--- src/ast_consts.svh ---
// Register offsets, bit positions, reset values and timing counts
`ifndef AST_CONSTS_SVH
`define AST_CONSTS_SVH
`define AST_ADDR_W           8
`define AST_OFF_INTCTL       8'h0B
`define AST_OFF_PFLAGS       8'h0C
`define AST_OFF_RXCTL        8'h18
`define AST_OFF_TXBUF        8'h19
`define AST_OFF_RXFIFO       8'h1A
`define AST_OFF_PMASK        8'h8C
`define AST_OFF_TXCTL        8'h98
`define AST_OFF_BAUD         8'h99
`define AST_OFF_CTRL         8'hA0
`define AST_TX_CLOCK_SOURCE_SELECT          7
`define AST_TX_NINE          6
`define AST_TX_EN            5
`define AST_TX_SYNC          4
`define AST_TX_BAUD_HIGH_SPEED          2
`define AST_TX_SHIFT_OUT_EMPTY_STATUS          1
`define AST_TX_NINED         0
`define AST_RX_SERIAL_PORT_ENABLE          7
`define AST_RX_NINE          6
`define AST_RX_SINGLE_RECEIVE_ENABLE          5
`define AST_RX_CONTINUOUS_RECEIVE_ENABLE          4
`define AST_RX_FRAMING_ERROR_FLAG          2
`define AST_RX_OVERRUN_FLAG          1
`define AST_RX_NINED         0
`define AST_PF_RXIF          5
`define AST_PF_TX_BUFFER_EMPTY_FLAG          4
`define AST_TXCTL_RST        8'h02
`define AST_ZERO8            8'h00
`define AST_OVS_LO           7'h0F
`define AST_OVS_HI           7'h3F
`define AST_TCY_CLKS         4
`define AST_FIFO_DEPTH       2
`endif

--- src/ast_pkg.sv ---
// Types shared by the serial transceiver
package ast_pkg;
  typedef enum logic [1:0] {
    AST_IDLE  = 2'b00,
    AST_START = 2'b01,
    AST_DATA  = 2'b10,
    AST_STOP  = 2'b11
  } ast_state_t;
  typedef struct packed {
    logic       framing_error_flag;
    logic       nine;
    logic [7:0] data;
  } ast_rxword_t;
endpackage

--- src/ast_uart.sv ---
// Asynchronous serial transmitter and receiver with register port
`timescale 1ns/10ps
`include "ast_consts.svh"
module ast_uart
  import ast_pkg::*;
#(
  parameter int TCY = `AST_TCY_CLKS
) (
  input  wire logic       i_sys_clk,
  input  wire logic       i_resetn,
  input  wire logic       i_ce,
  input  wire logic       i_sleep,
  input  wire logic [7:0] i_addr,
  input  wire logic [7:0] i_wdata,
  input  wire logic       i_wr,
  input  wire logic       i_rd,
  output logic      [7:0] o_rdata,
  input  wire logic       i_serial_in_pin,
  output logic            o_serial_out_pin,
  output logic            o_serial_out_pin_oe,
  output logic            o_tx_irq,
  output logic            o_rx_irq
);
  // ----------------------------------------------------------------
  // Registers
  // ----------------------------------------------------------------
  logic [7:0] txctl_q, rxctl_q, baud_q, pmask_q, intctl_q, txbuf_q;
  logic       txbuf_full_q, tx_buffer_empty_flag_q, shift_out_empty_status_q, overrun_flag_q;
  logic       go, tx_en, rx_en, brg_run, tick;
  logic       wr_txbuf, rd_fifo, load_tsr, tsr_busy;
  logic [1:0] cnt_q;
  ast_rxword_t fifo_q [`AST_FIFO_DEPTH];
  ast_rxword_t head;
  logic       rx_done;
  ast_rxword_t rx_word;

  assign go       = i_ce && !i_sleep;
  assign tx_en    = txctl_q[`AST_TX_EN] && !txctl_q[`AST_TX_SYNC]
                    && rxctl_q[`AST_RX_SERIAL_PORT_ENABLE];
  assign rx_en    = rxctl_q[`AST_RX_CONTINUOUS_RECEIVE_ENABLE] && !txctl_q[`AST_TX_SYNC]
                    && rxctl_q[`AST_RX_SERIAL_PORT_ENABLE];
  assign brg_run  = txctl_q[`AST_TX_EN] || rxctl_q[`AST_RX_CONTINUOUS_RECEIVE_ENABLE]
                    || rxctl_q[`AST_RX_SINGLE_RECEIVE_ENABLE];
  assign wr_txbuf = i_wr && (i_addr == `AST_OFF_TXBUF);
  assign rd_fifo  = i_rd && (i_addr == `AST_OFF_RXFIFO) && (cnt_q != 2'd0);
  assign head     = fifo_q[0];

  // Control register writes
  always_ff @(posedge i_sys_clk or negedge i_resetn) begin
    if (!i_resetn) begin
      txctl_q  <= `AST_TXCTL_RST;
      rxctl_q  <= `AST_ZERO8;
      baud_q   <= `AST_ZERO8;
      pmask_q  <= `AST_ZERO8;
      intctl_q <= `AST_ZERO8;
    end else if (i_ce && i_wr) begin
      case (i_addr)
        `AST_OFF_TXCTL:  txctl_q  <= {i_wdata[7:2], 1'b0, i_wdata[0]};
        `AST_OFF_RXCTL:  rxctl_q  <= {i_wdata[7:4], 4'h0};
        `AST_OFF_BAUD:   baud_q   <= i_wdata;
        `AST_OFF_PMASK:  pmask_q  <= i_wdata;
        `AST_OFF_INTCTL: intctl_q <= i_wdata;
        default: ;
      endcase
    end
  end

  // ----------------------------------------------------------------
  // Baud generator
  // ----------------------------------------------------------------
  logic [7:0] brg_q;
  always_ff @(posedge i_sys_clk or negedge i_resetn) begin
    if (!i_resetn) begin
      brg_q <= `AST_ZERO8;
    end else if (i_ce) begin
      if (!brg_run) brg_q <= baud_q;
      else if (go) brg_q <= (brg_q == 8'h00) ? baud_q : brg_q - 8'h01;
    end
  end
  assign tick = go && brg_run && (brg_q == 8'h00);

  // Tick prescaler for the bit clock, x16 or x64
  logic [6:0] ovs_lim;
  logic [6:0] txdiv_q;
  logic       bit_tick;
  assign ovs_lim  = txctl_q[`AST_TX_BAUD_HIGH_SPEED] ? `AST_OVS_LO : `AST_OVS_HI;
  // At-or-above limit so a switch from x64 to x16 mid-count cannot wrap
  assign bit_tick = tick && (txdiv_q >= ovs_lim);
  always_ff @(posedge i_sys_clk or negedge i_resetn) begin
    if (!i_resetn) txdiv_q <= 7'h00;
    else if (i_ce && tick) txdiv_q <= (txdiv_q >= ovs_lim) ? 7'h00 : txdiv_q + 7'h01;
  end

  // ----------------------------------------------------------------
  // Transmitter
  // ----------------------------------------------------------------
  ast_state_t tx_st_q;
  logic [8:0] tsr_q;
  logic [3:0] tbit_q;
  logic       txout_q, txoe_q;
  assign tsr_busy = (tx_st_q != AST_IDLE);
  assign load_tsr = go && tx_en && !tsr_busy && txbuf_full_q;

  // Transmit buffer and its full marker
  always_ff @(posedge i_sys_clk or negedge i_resetn) begin
    if (!i_resetn) begin
      txbuf_q      <= `AST_ZERO8;
      txbuf_full_q <= 1'b0;
    end else if (i_ce) begin
      if (wr_txbuf) begin
        txbuf_q      <= i_wdata;
        txbuf_full_q <= 1'b1;
      end else if (load_tsr || !txctl_q[`AST_TX_EN]) begin
        txbuf_full_q <= txctl_q[`AST_TX_EN] ? 1'b0 : txbuf_full_q;
      end
    end
  end

  // Flag timing in instruction cycles
  logic [3:0] tcy_q;
  logic       tx_buffer_empty_flag_pend_q;
  always_ff @(posedge i_sys_clk or negedge i_resetn) begin
    if (!i_resetn) begin
      tcy_q       <= 4'h0;
      tx_buffer_empty_flag_pend_q <= 1'b0;
      tx_buffer_empty_flag_q      <= 1'b0;
      shift_out_empty_status_q      <= 1'b1;
    end else if (i_ce) begin
      tcy_q <= (tcy_q == 4'(TCY - 1)) ? 4'h0 : tcy_q + 4'h1;
      if (load_tsr) tx_buffer_empty_flag_pend_q <= 1'b1;
      else if (tcy_q == 4'(TCY - 1)) tx_buffer_empty_flag_pend_q <= 1'b0;
      if (tcy_q == 4'(TCY - 1)) shift_out_empty_status_q <= !tsr_busy;
      if ((tcy_q == 4'(TCY - 1) && tx_buffer_empty_flag_pend_q)
          || (i_wr && i_addr == `AST_OFF_TXCTL && i_wdata[`AST_TX_EN]
              && !txctl_q[`AST_TX_EN]))
        tx_buffer_empty_flag_q <= 1'b1;
      else if (wr_txbuf) tx_buffer_empty_flag_q <= 1'b0;
    end
  end

  // Frame shifter: start, data, optional ninth, stop
  always_ff @(posedge i_sys_clk or negedge i_resetn) begin
    if (!i_resetn) begin
      tx_st_q <= AST_IDLE;
      tsr_q   <= 9'h000;
      tbit_q  <= 4'h0;
      txout_q <= 1'b1;
      txoe_q  <= 1'b0;
    end else if (i_ce) begin
      txoe_q <= tx_en;
      if (!tx_en) begin
        tx_st_q <= AST_IDLE;
        txout_q <= 1'b1;
      end else if (load_tsr) begin
        // Always from the buffer: a colliding write stays queued, not doubled
        tsr_q   <= {txctl_q[`AST_TX_NINED], txbuf_q};
        tx_st_q <= AST_START;
      end else if (go && bit_tick) begin
        case (tx_st_q)
          AST_START: begin
            txout_q <= 1'b0;
            tbit_q  <= txctl_q[`AST_TX_NINE] ? 4'd9 : 4'd8;
            tx_st_q <= AST_DATA;
          end
          AST_DATA: begin
            txout_q <= tsr_q[0];
            tsr_q   <= {1'b0, tsr_q[8:1]};
            tbit_q  <= tbit_q - 4'h1;
            if (tbit_q == 4'h1) tx_st_q <= AST_STOP;
          end
          AST_STOP: begin
            txout_q <= 1'b1;
            tx_st_q <= AST_IDLE;
          end
          default: tx_st_q <= AST_IDLE;
        endcase
      end
    end
  end

  // ----------------------------------------------------------------
  // Receiver
  // ----------------------------------------------------------------
  ast_state_t rx_st_q;
  logic [3:0] rph_q;
  logic [3:0] rbit_q;
  logic [8:0] rsr_q;
  logic       rxd_q, rxprev_q, rx_tick;
  logic [1:0] rdiv_q;
  // x64 mode thins ticks by four so recovery always runs at x16
  assign rx_tick = tick && (txctl_q[`AST_TX_BAUD_HIGH_SPEED] || rdiv_q == 2'd3);
  always_ff @(posedge i_sys_clk or negedge i_resetn) begin
    if (!i_resetn) rdiv_q <= 2'd0;
    else if (i_ce && tick) rdiv_q <= rdiv_q + 2'd1;
  end

  always_ff @(posedge i_sys_clk or negedge i_resetn) begin
    if (!i_resetn) begin
      rx_st_q  <= AST_IDLE;
      rph_q    <= 4'h0;
      rbit_q   <= 4'h0;
      rsr_q    <= 9'h000;
      rxd_q    <= 1'b1;
      rxprev_q <= 1'b1;
      rx_done  <= 1'b0;
      rx_word  <= '0;
    end else if (i_ce) begin
      rx_done <= 1'b0;
      if (!rx_en) begin
        rx_st_q <= AST_IDLE;
      end else if (rx_tick) begin
        rxd_q    <= i_serial_in_pin;
        rxprev_q <= rxd_q;
        rph_q    <= rph_q + 4'h1;
        case (rx_st_q)
          AST_IDLE: if (rxprev_q && !rxd_q) begin
            rx_st_q <= AST_START;
            rph_q   <= 4'h1;
          end
          AST_START: if (rph_q == 4'h7) begin
            rx_st_q <= rxd_q ? AST_IDLE : AST_DATA;
            rph_q   <= 4'h0;
            rbit_q  <= rxctl_q[`AST_RX_NINE] ? 4'd9 : 4'd8;
          end
          AST_DATA: if (rph_q == 4'hF) begin
            rsr_q  <= rxctl_q[`AST_RX_NINE] ? {rxd_q, rsr_q[8:1]}
                                             : {1'b0, rxd_q, rsr_q[7:1]};
            rbit_q <= rbit_q - 4'h1;
            if (rbit_q == 4'h1) rx_st_q <= AST_STOP;
          end
          AST_STOP: if (rph_q == 4'hF) begin
            rx_st_q <= AST_IDLE;
            rx_done <= 1'b1;
            rx_word <= '{framing_error_flag: !rxd_q, nine: rsr_q[8], data: rsr_q[7:0]};
          end
          default: rx_st_q <= AST_IDLE;
        endcase
      end
    end
  end

  // Two-word receive FIFO with overrun
  logic push;
  assign push = rx_done && !overrun_flag_q && (cnt_q != 2'd2 || rd_fifo);
  always_ff @(posedge i_sys_clk or negedge i_resetn) begin
    if (!i_resetn) begin
      cnt_q  <= 2'd0;
      overrun_flag_q <= 1'b0;
      for (int k = 0; k < `AST_FIFO_DEPTH; k++) fifo_q[k] <= '0;
    end else if (i_ce) begin
      if (rx_done && !overrun_flag_q && cnt_q == 2'd2 && !rd_fifo) overrun_flag_q <= 1'b1;
      else if (!rxctl_q[`AST_RX_CONTINUOUS_RECEIVE_ENABLE]) overrun_flag_q <= 1'b0;
      if (rd_fifo) fifo_q[0] <= fifo_q[1];
      if (push) fifo_q[(rd_fifo ? cnt_q - 2'd1 : cnt_q) == 2'd0 ? 0 : 1] <= rx_word;
      cnt_q <= cnt_q + {1'b0, push} - {1'b0, rd_fifo};
    end
  end

  // ----------------------------------------------------------------
  // Read port and outputs
  // ----------------------------------------------------------------
  always_ff @(posedge i_sys_clk or negedge i_resetn) begin
    if (!i_resetn) begin
      o_rdata <= `AST_ZERO8;
    end else if (i_ce) begin
      o_rdata <= `AST_ZERO8;
      if (i_rd) begin
        case (i_addr)
          `AST_OFF_TXCTL:  o_rdata <= {txctl_q[7:2], shift_out_empty_status_q, txctl_q[0]};
          `AST_OFF_RXCTL:  o_rdata <= {rxctl_q[7:4], 1'b0, head.framing_error_flag, overrun_flag_q, head.nine};
          `AST_OFF_PFLAGS: o_rdata <= {2'b00, cnt_q != 2'd0, tx_buffer_empty_flag_q, 4'h0};
          `AST_OFF_RXFIFO: o_rdata <= head.data;
          `AST_OFF_TXBUF:  o_rdata <= txbuf_q;
          `AST_OFF_BAUD:   o_rdata <= baud_q;
          `AST_OFF_PMASK:  o_rdata <= pmask_q;
          `AST_OFF_INTCTL: o_rdata <= intctl_q;
          default:         o_rdata <= `AST_ZERO8;
        endcase
      end
    end
  end

  always_ff @(posedge i_sys_clk or negedge i_resetn) begin
    if (!i_resetn) begin
      o_serial_out_pin    <= 1'b1;
      o_serial_out_pin_oe <= 1'b0;
      o_tx_irq            <= 1'b0;
      o_rx_irq            <= 1'b0;
    end else if (i_ce) begin
      o_serial_out_pin    <= txout_q;
      o_serial_out_pin_oe <= txoe_q;
      o_tx_irq            <= tx_buffer_empty_flag_q && pmask_q[`AST_PF_TX_BUFFER_EMPTY_FLAG];
      o_rx_irq            <= (cnt_q != 2'd0) && pmask_q[`AST_PF_RXIF];
    end
  end
endmodule // ast_uart

--- config.mk ---
export PLATFORM = sky130hd
export DESIGN_NAME = ast_uart
export DESIGN_NICKNAME = d
export VERILOG_FILES = /design/src/ast_pkg.sv /design/src/ast_uart.sv
export VERILOG_INCLUDE_DIRS = /design/src
export SDC_FILE = /design/constraint.sdc
export NUM_CORES = 1
export LEC_CHECK = 0
export ABC_AREA = 1
export BUFFER_PORTS_ARGS = -buffer_cell sky130_fd_sc_hd__buf_2
export CAP_MARGIN = 20
export CORE_AREA = 2 2 121 123
export DETAILED_ROUTE_END_ITERATION = 10
export DIE_AREA = 0 0 123 125
export GPL_ROUTABILITY_DRIVEN = 0
export PLACE_DENSITY_LB_ADDON = 0.1
export SYNTH_ARGS = -nofsm -noshare
export SYNTH_HDL_FRONTEND = slang
export SYNTH_SLANG_ARGS = --single-unit
--- constraint.sdc ---
create_clock -name i_sys_clk -period 2.8 [get_ports i_sys_clk]
set_clock_uncertainty 0.15 [all_clocks]
set_input_delay 0.28 -clock i_sys_clk [delete_from_list [all_inputs] [get_ports i_sys_clk]]
set_output_delay 0.28 -clock i_sys_clk [all_outputs]
set_load 0.005 [all_outputs]
Word level (Yosys, flattened, before mapping):

Index checks and enable logic that the tools add are counted.

* flip-flop bits (word level): 153
* bits of input ports: 23
* logic and storage cells: 232

* add/subtract/negate cells: 10
* $lt $le $gt $ge: 3
* equal/unequal tests: 37
* mux-type cells: 60
* bitwise gates (word level): 2
* reduce and logical (&&, ||, !) cells: 78

Operators by type and width (count)
* one-hot mux 8 bit (8 select lines): 1
* 2-to-1 mux 9 bit: 4
* greater-or-equal comparator 32 x 2 -> 1 bit, second input constant: 1
* < comparator 32 x 1 -> 1 bit, second input constant: 1
* 2-to-1 mux 8 bit: 4
* NOT 1 -> 32 bit: 1
* logical AND 1 bit: 30
* 2-to-1 mux 10 bit: 3
* 2-to-1 mux 2 bit: 13
* equality test 8 x 5 -> 1 bit, second input constant: 3
* equality test 8 bit, second input constant: 3
* one-hot mux 4 bit (2 select lines): 3
* AND reduction 2 bit: 12
* bitwise mux 20 bit: 1
* 2-to-1 mux 20 bit: 1
* 2-to-1 mux 4 bit: 5
* nonzero test 2 bit: 10
* 2-to-1 mux 1 bit: 19
* equality test 8 x 4 -> 1 bit, second input constant: 2
* inequality test 3 bit, second input constant: 5
* AND reduction 5 bit: 3
* equality test 2 bit, second input constant: 6
* demux 10 bit (select 1 bit): 1
* inequality test 2 bit, second input constant: 5
* other kinds (32): 53

Depth between registers and ports, before layout:

Gate-level depths: netlist of run 1.

* depth in word-level cells: 13
* mapped depth: 13
* mapped depth without buffers: 12

Least setup slack after synthesis of run 1:

Ideal clock, no wire load.

* kind: register to register
* from: reg cnt_q[0]
* to: reg cnt_q[1]
* setup time: 131 ps
* data arrival time: 2174 ps
* required time: 2519 ps
* setup slack: 345 ps
* cell stages (with the launch flop): 14
* cells stage by stage: dfrtp_1 inv_1 ha_1 nor2_1 nand3_2 a21oi_2 buf_2 inv_1 ha_1 inv_1 ha_1 a21oi_1 o21ai_0 xor2_1

* cells in the longest elaborated chain, start to end: 6
* elaborated cells between the ends (all ways): 7

RTL lines
* from (decl): RTL line ast_uart.sv:31 `logic [1:0] cnt_q;`
* from (signal assigned): RTL line ast_uart.sv:255 `cnt_q <= cnt_q + {1'b0, push} - {1'b0, rd_fifo};`
* nonzero test 2 bit: RTL line ast_uart.sv:45 `` assign rd_fifo = i_rd && (i_addr == `AST_OFF_RXFIFO) && (cnt_q != 2'd0); ``
* logical AND 1 bit: RTL line ast_uart.sv:45
* logical OR 1 bit: RTL line ast_uart.sv:244 `assign push = rx_done && !overrun_flag_q && (cnt_q != 2'd2 || rd_fifo);`
* logical AND 1 bit: RTL line ast_uart.sv:244
* adder 2 x 1 -> 2 bit: RTL line ast_uart.sv:255
* subtractor 2 x 1 -> 2 bit *: RTL line ast_uart.sv:255

Mark *: on every way between the ends. The rest lies on a longest branch, timed or not.
A chain may end at the register's enable or synchronous reset.

==> results of run 1 <==
-- critical path, stage by stage, from the launching register on --
cell	delay (ps)
dfrtp_1	380
inv_1	90
ha_1	210
nor2_1	170
nand3_2	110
buf_4	220
nand2_1	70
nand2_1	210
inv_1	140
nand3_2	280
o21ai_0	270
-- what timing repair did --
item | in CTS | in global routing
gates resized for setup | 0 | 1
hold buffers | 6 | 0
setup endpoints to repair | 0 | 10
endpoints found under the hold margin | 60 | 0
-- through the flow --
stage           util  area [um^2]
2_1_floorplan      -         7850
3_3_place_gp   0.581         8260
3_5_place_dp   0.581         8260
4_1_cts        0.631         8960
5_1_grt        0.631         8970
6_report       0.631         8970
-- synth_stat cells (all sizes together) --
master    n  share of area
xor2     11          0.012
and3      1        0.00080
inv     134          0.064
o31ai     2         0.0019
nor3      2         0.0013
mux2      2         0.0029
dfstp     5          0.017
and2      1        0.00080
ha       20          0.032
o21ai   129          0.086
o221ai    1         0.0011
o211ai    3         0.0029
xnor2     3         0.0033
dfrtp   147           0.47
nor4      1        0.00080
nor2     75          0.042
nand3    89          0.057
o21a      8         0.0077
a21oi    20          0.013
buf      10         0.0078
nand4     8         0.0064
nand2   320           0.16
o22ai     2         0.0016
or2       5         0.0040
clkbuf   17         0.0081
-- report_power, final --
part / switching, W / total [W] / internal (W)
logic: 0.000425 / 0.000676 / 0.000250
clock network: 0.000868 / 0.00251 / 0.00164
registers: 0.000140 / 0.00254 / 0.00240
-- routing by layer --
layer | wire length [um] | up-vias | track usage
met3 | 702 | 32 | 0.0443
li1 | - | 3318 | -
met5 | 0 | - | 0
met1 | 8270 | 3004 | 0.334
met4 | 408 | 0 | 0.106
met2 | 8400 | 142 | 0.399
-- sequential cells by signal, summed over array words and instances, names as in the netlist, 8 cells and up, named ones only --
| signal | cells |
|---|---|
| intctl_q | 8 |
| txbuf_q | 8 |
| rsr_q | 9 |
| tsr_q | 9 |
| baud_q | 8 |
| brg_q | 8 |
| fifo_q | 10 |
| pmask_q | 8 |
| rx_word | 10 |
| o_rdata | 8 |
-- cell type report --
class                           count  area (um^2)
Fill cell                        1304         5240
Sequential cell                   152         3810
Multi-Input combinational cell    703         3410
Inverter                          134          503
Clock buffer                       22          474
Timing Repair Buffer               54          367
Tap cell                          184          230
Clock inverter                      8          169
-- how the worst min path moves through the flow --
| stage | from | end | slack, ps | cells past startpoint |
|---|---|---|---|---|
| after floorplan | i_resetn | asynchronous set/reset pin | -170 | 0 |
| after global placement | i_resetn | brg_q[3] | 130 | 1 |
| after detailed placement | i_resetn | brg_q[3] | 130 | 1 |
| after CTS | i_wdata[6] | baud_q[6] | 10 | 3 |
| after global routing | i_wdata[7] | baud_q[7] | 40 | 3 |
| final | i_wdata[6] | rxctl_q[6] | 10 | 3 |
-- cells by family (layout without fill, tap and decap cells) --
kind of cell | count (synthesis) | count (layout) | share of synthesized area
AO/OA/AOI/OAI | 165 | 165 | 0.114
XOR/XNOR | 14 | 14 | 0.0156
buffers and inverters | 161 | 218 | 0.0800
multiplexers | 2 | 2 | 0.00287
AND/OR/NAND/NOR | 502 | 502 | 0.270
flip-flops | 152 | 152 | 0.485
adder cells (fa/ha/maj) | 20 | 20 | 0.0319
==> results.yml, run 1 <==
status:
  status: "finished clean"
timing:
  drv_slew: 0
  setup_violations: 0
  fin_tns_setup_ps: 0
  setup_ws_ps: 394
  finalCritPeriodShare: 0.859
  fmax_mhz: 416
  hold_violations: 0
  rsz0062_at_grt: "no"
  finalHoldWorstSlack_ps: 14.8
  period_needed_ps: 2410
  worst_pin_slew_ps: 634
  slew_headroom: 0.574
finish:
  final_common_cell: "nand2_1"
  final_cells: 1257
  layout_common_cells: "315 x nand2_1, 147 x dfrtp_1, 129 x inv_1, 103 x o21ai_0, 87 x nand3_1"
  area.growth.synth_to_final_pct: 14.3
  nets: 1105
  layout-drive-gt1-share: 0.109
  n_antenna_cell: 0
logic_synthesis:
  syn_nets: 1059
  synth_area_per_cell_um2: 7.72
  synth-seq-cells: 152
  netlist_instances: 1016
  yosysSeqAreaShare: 0.485
  synth.distinct_cells: 38
  syn_area_mm2: 0.00785
  yosysWarnings: 0
die:
  rows: 44
  coreArea_mm2: 0.0142
  fp.dieW_um: 123
  die_area_mm2: 0.0154
  die_y_um: 125
  io_pins: 35
  initial_core_util: 0.553
critical_path:
  cp_max_fo: 23
  cp.arrival_ps: 2580
  timing.rr.start: "cnt_q[0]"
  critPathKind: "reg2reg"
  required_ps: 2980
  worstSetupEndpointType: "flop"
  r2r_slack_ps: 390
  startpoint_type: "flop"
  worstSetupStartpoint: "cnt_q[0]"
  r2r_cells: 10
routing:
  dr.pass1.iters: 5
  via_count: 6496
  via_per_inst: 5.17
  dr.first_iter.drc_count: 402
  drtAntennaViolNets: 0
  post-route-drc-count: 0
  wl_per_cell_um: 14.1
  routed_wirelength_um: 17800
global_route:
  antenna_found_initial: 0
  grt_max_degree: 56
  overflow: 0
  grt_pass1_wl_um: 30000
  gr-usage-all-layers: 0.249
  grt_pass1_vias: 6168
clocking:
  htree_levels: 4
  clockRootBuffer: "clkbuf_16"
  path_clk_slew_ps: 60
  worst_skew_pair.late_latency_ps: 420
  clkSinkCount: 152
  clockBufferDepth: 2
  postCtsSetupBuffers: 0
  cts_buffers: 17
  cts_tree: "done"
placed_design:
  port_buffers: 34
  dp_hpwl_um: 12800
  dp_slack_ps: 147
  dpl.cell_count: 1221
power:
  vdd_ir_drop_max_mv: 0.555
  p_total_w: 0.00572
  power.density_cell_area_mw_per_mm2: 638
  p_leak_nw: 4.67
worst_hold_path:
  hp-class: "in2reg"
job:
  maxCapViolCount: 0
No activity file was read; power rests on OpenSTA's default activity.
==> run 2, diff against run 1 <==
--- a/config.mk
+++ b/config.mk
@@ -13,7 +13,7 @@
 export DETAILED_ROUTE_END_ITERATION = 10
 export DIE_AREA = 0 0 123 125
 export GPL_ROUTABILITY_DRIVEN = 0
-export PLACE_DENSITY_LB_ADDON = 0.1
+export PLACE_DENSITY = 0.84
 export SYNTH_ARGS = -nofsm -noshare
 export SYNTH_HDL_FRONTEND = slang
 export SYNTH_SLANG_ARGS = --single-unit
==> run 2 against run 1 <==
Compared with the run above: sequential cell count unchanged; sequential share of layout area up 0.30 points; worst hold slack better by 20 ps.
==> results.yml, run 2 (synthesized netlist as in run 1, its figures left out) <==
routing:
  routed_wirelength_um: 18600
  dr.pass1.iters: 6
  via_per_inst: 5.38
  via_count: 6764
  wl_per_cell_um: 14.8
  post-route-drc-count: 0
  dr.first_iter.drc_count: 627
  drtAntennaViolNets: 0
status:
  status: "finished clean"
global_route:
  grt_max_degree: 64
  antenna_found_initial: 0
  gr-usage-all-layers: 0.262
  grt_pass1_wl_um: 31400
  grt_pass1_vias: 6487
  overflow: 0
placed_design:
  port_buffers: 34
  placed_cell_area_mm2: 0.00824
  dp_slack_ps: 216
  dp_hpwl_um: 13100
die:
  coreArea_mm2: 0.0142
  die_area_mm2: 0.0154
  io_pins: 35
  fp.dieW_um: 123
  rows: 44
  initial_core_util: 0.553
  die_y_um: 125
finish:
  area.growth.synth_to_final_pct: 13.5
  fin_area_mm2: 0.00890
  fillers: 1187
  top_regs: "fifo_q x10, rx_word x10"
  n_antenna_cell: 0
  final_common_cell: "nand2_1"
  nets: 1103
  layout_common_cells: "315 x nand2_1, 147 x dfrtp_1, 129 x inv_1, 103 x o21ai_0, 87 x nand3_1"
  layout-drive-gt1-share: 0.108
timing:
  finalHoldWorstSlack_ps: 35.1
  fin_tns_setup_ps: 0
  rsz0062_at_grt: "no"
  fmax_mhz: 407
  setup_violations: 0
  finalCritPeriodShare: 0.878
  drv_slew: 0
  hold_violations: 0
  setup_ws_ps: 342
  slew_headroom: 0.486
  worst_pin_slew_ps: 764
  period_needed_ps: 2460
critical_path:
  critPathKind: "reg2reg"
  cp.arrival_ps: 2640
  worstSetupEndpointType: "flop"
  startpoint_type: "flop"
  cp_max_fo: 23
  required_ps: 2980
job:
  maxCapViolCount: 0
clocking:
  clockBufferDepth: 2
  cts_tree: "done"
  clkSinkCount: 152
  path_clk_slew_ps: 60
  clockRootBuffer: "clkbuf_16"
  cts_buffers: 17
  htree_levels: 4
  worst_skew_pair.late_latency_ps: 420
worst_hold_path:
  hp-class: "in2reg"
power:
  p_leak_nw: 4.62
  power.density_cell_area_mw_per_mm2: 622
  vdd_ir_drop_max_mv: 0.472
run 2: cell count changes in the layout (fill, tap and decap cells not counted), sizes merged:
cell,previous run,this run
buf,48,45
inv,134,135
bufinv,5,2
dlygate4sd3,6,7
clkinvlp,0,4
run 2: critical path, cell delays in order, from the launching register on:
cell and delay [ps]:
dfrtp_1 400, inv_1 90, ha_1 220, nor2_1 180, nand3_2 110, buf_4 220, nand2_1 80, nand2_1 210
inv_1 140, nand3_2 270, o21ai_0 280
run 2: layout make-up:
class	count	area, um^2	area share
clock buffer	22	474	0.0533
clock inverter	10	118	0.0132
inverter	134	503	0.0565
multi-input combinational	703	3410	0.384
sequential	152	3810	0.428
tap	184	230	0.0259
timing repair buffer	52	354	0.0398
run 2: path summary, 6_finish.rpt:
path	slack, ps	endpoint	depth (start not counted)	start
min in group asynchronous	270	brg_q[3]	2	i_resetn
hold / removal	40	baud_q[2]	3	i_wdata[2]
max in group asynchronous	1490	rxprev_q	3	i_resetn
hold reg to reg	320	o_serial_out_pin	2	o_serial_out_pin
setup / recovery	340	flop	10	cnt_q[0]
setup reg to reg	340	flop	10	cnt_q[0]
run 2: metrics by stage:
step                      power [W]  std cells  utilization
after floorplan             0.00301       1016            -
after global placement      0.00321       1218        0.580
after detailed placement    0.00325       1218        0.580
after CTS                   0.00554       1257        0.626
after global routing        0.00578       1257        0.627
final                       0.00554       1257        0.627
run 2: report_power, final:
group | internal, W | switching [W] | leakage [nW] | total [W]
clock network | 0.00138 | 0.000912 | 0.279 | 0.00230
registers | 0.00240 | 0.000152 | 1.91 | 0.00255
logic | 0.000250 | 0.000441 | 2.43 | 0.000691
total | 0.00403 | 0.00151 | 4.62 | 0.00554
run 2: per-layer routing:
metal  part of all wire  vias to the layer above  global-route usage
li1                   -                     3315                   -
met1               0.43                     3182               0.345
met2               0.49                      222               0.420
met3              0.056                       45              0.0616
met4              0.032                        0               0.100
met5                  0                        -                   0
run 2: timing repair:
action	CTS	global route
hold buffers	7	0
resized for setup	0	1
endpoints found under the hold margin	71	0
buffers inserted	0	0
endpoints found under the setup margin	0	10
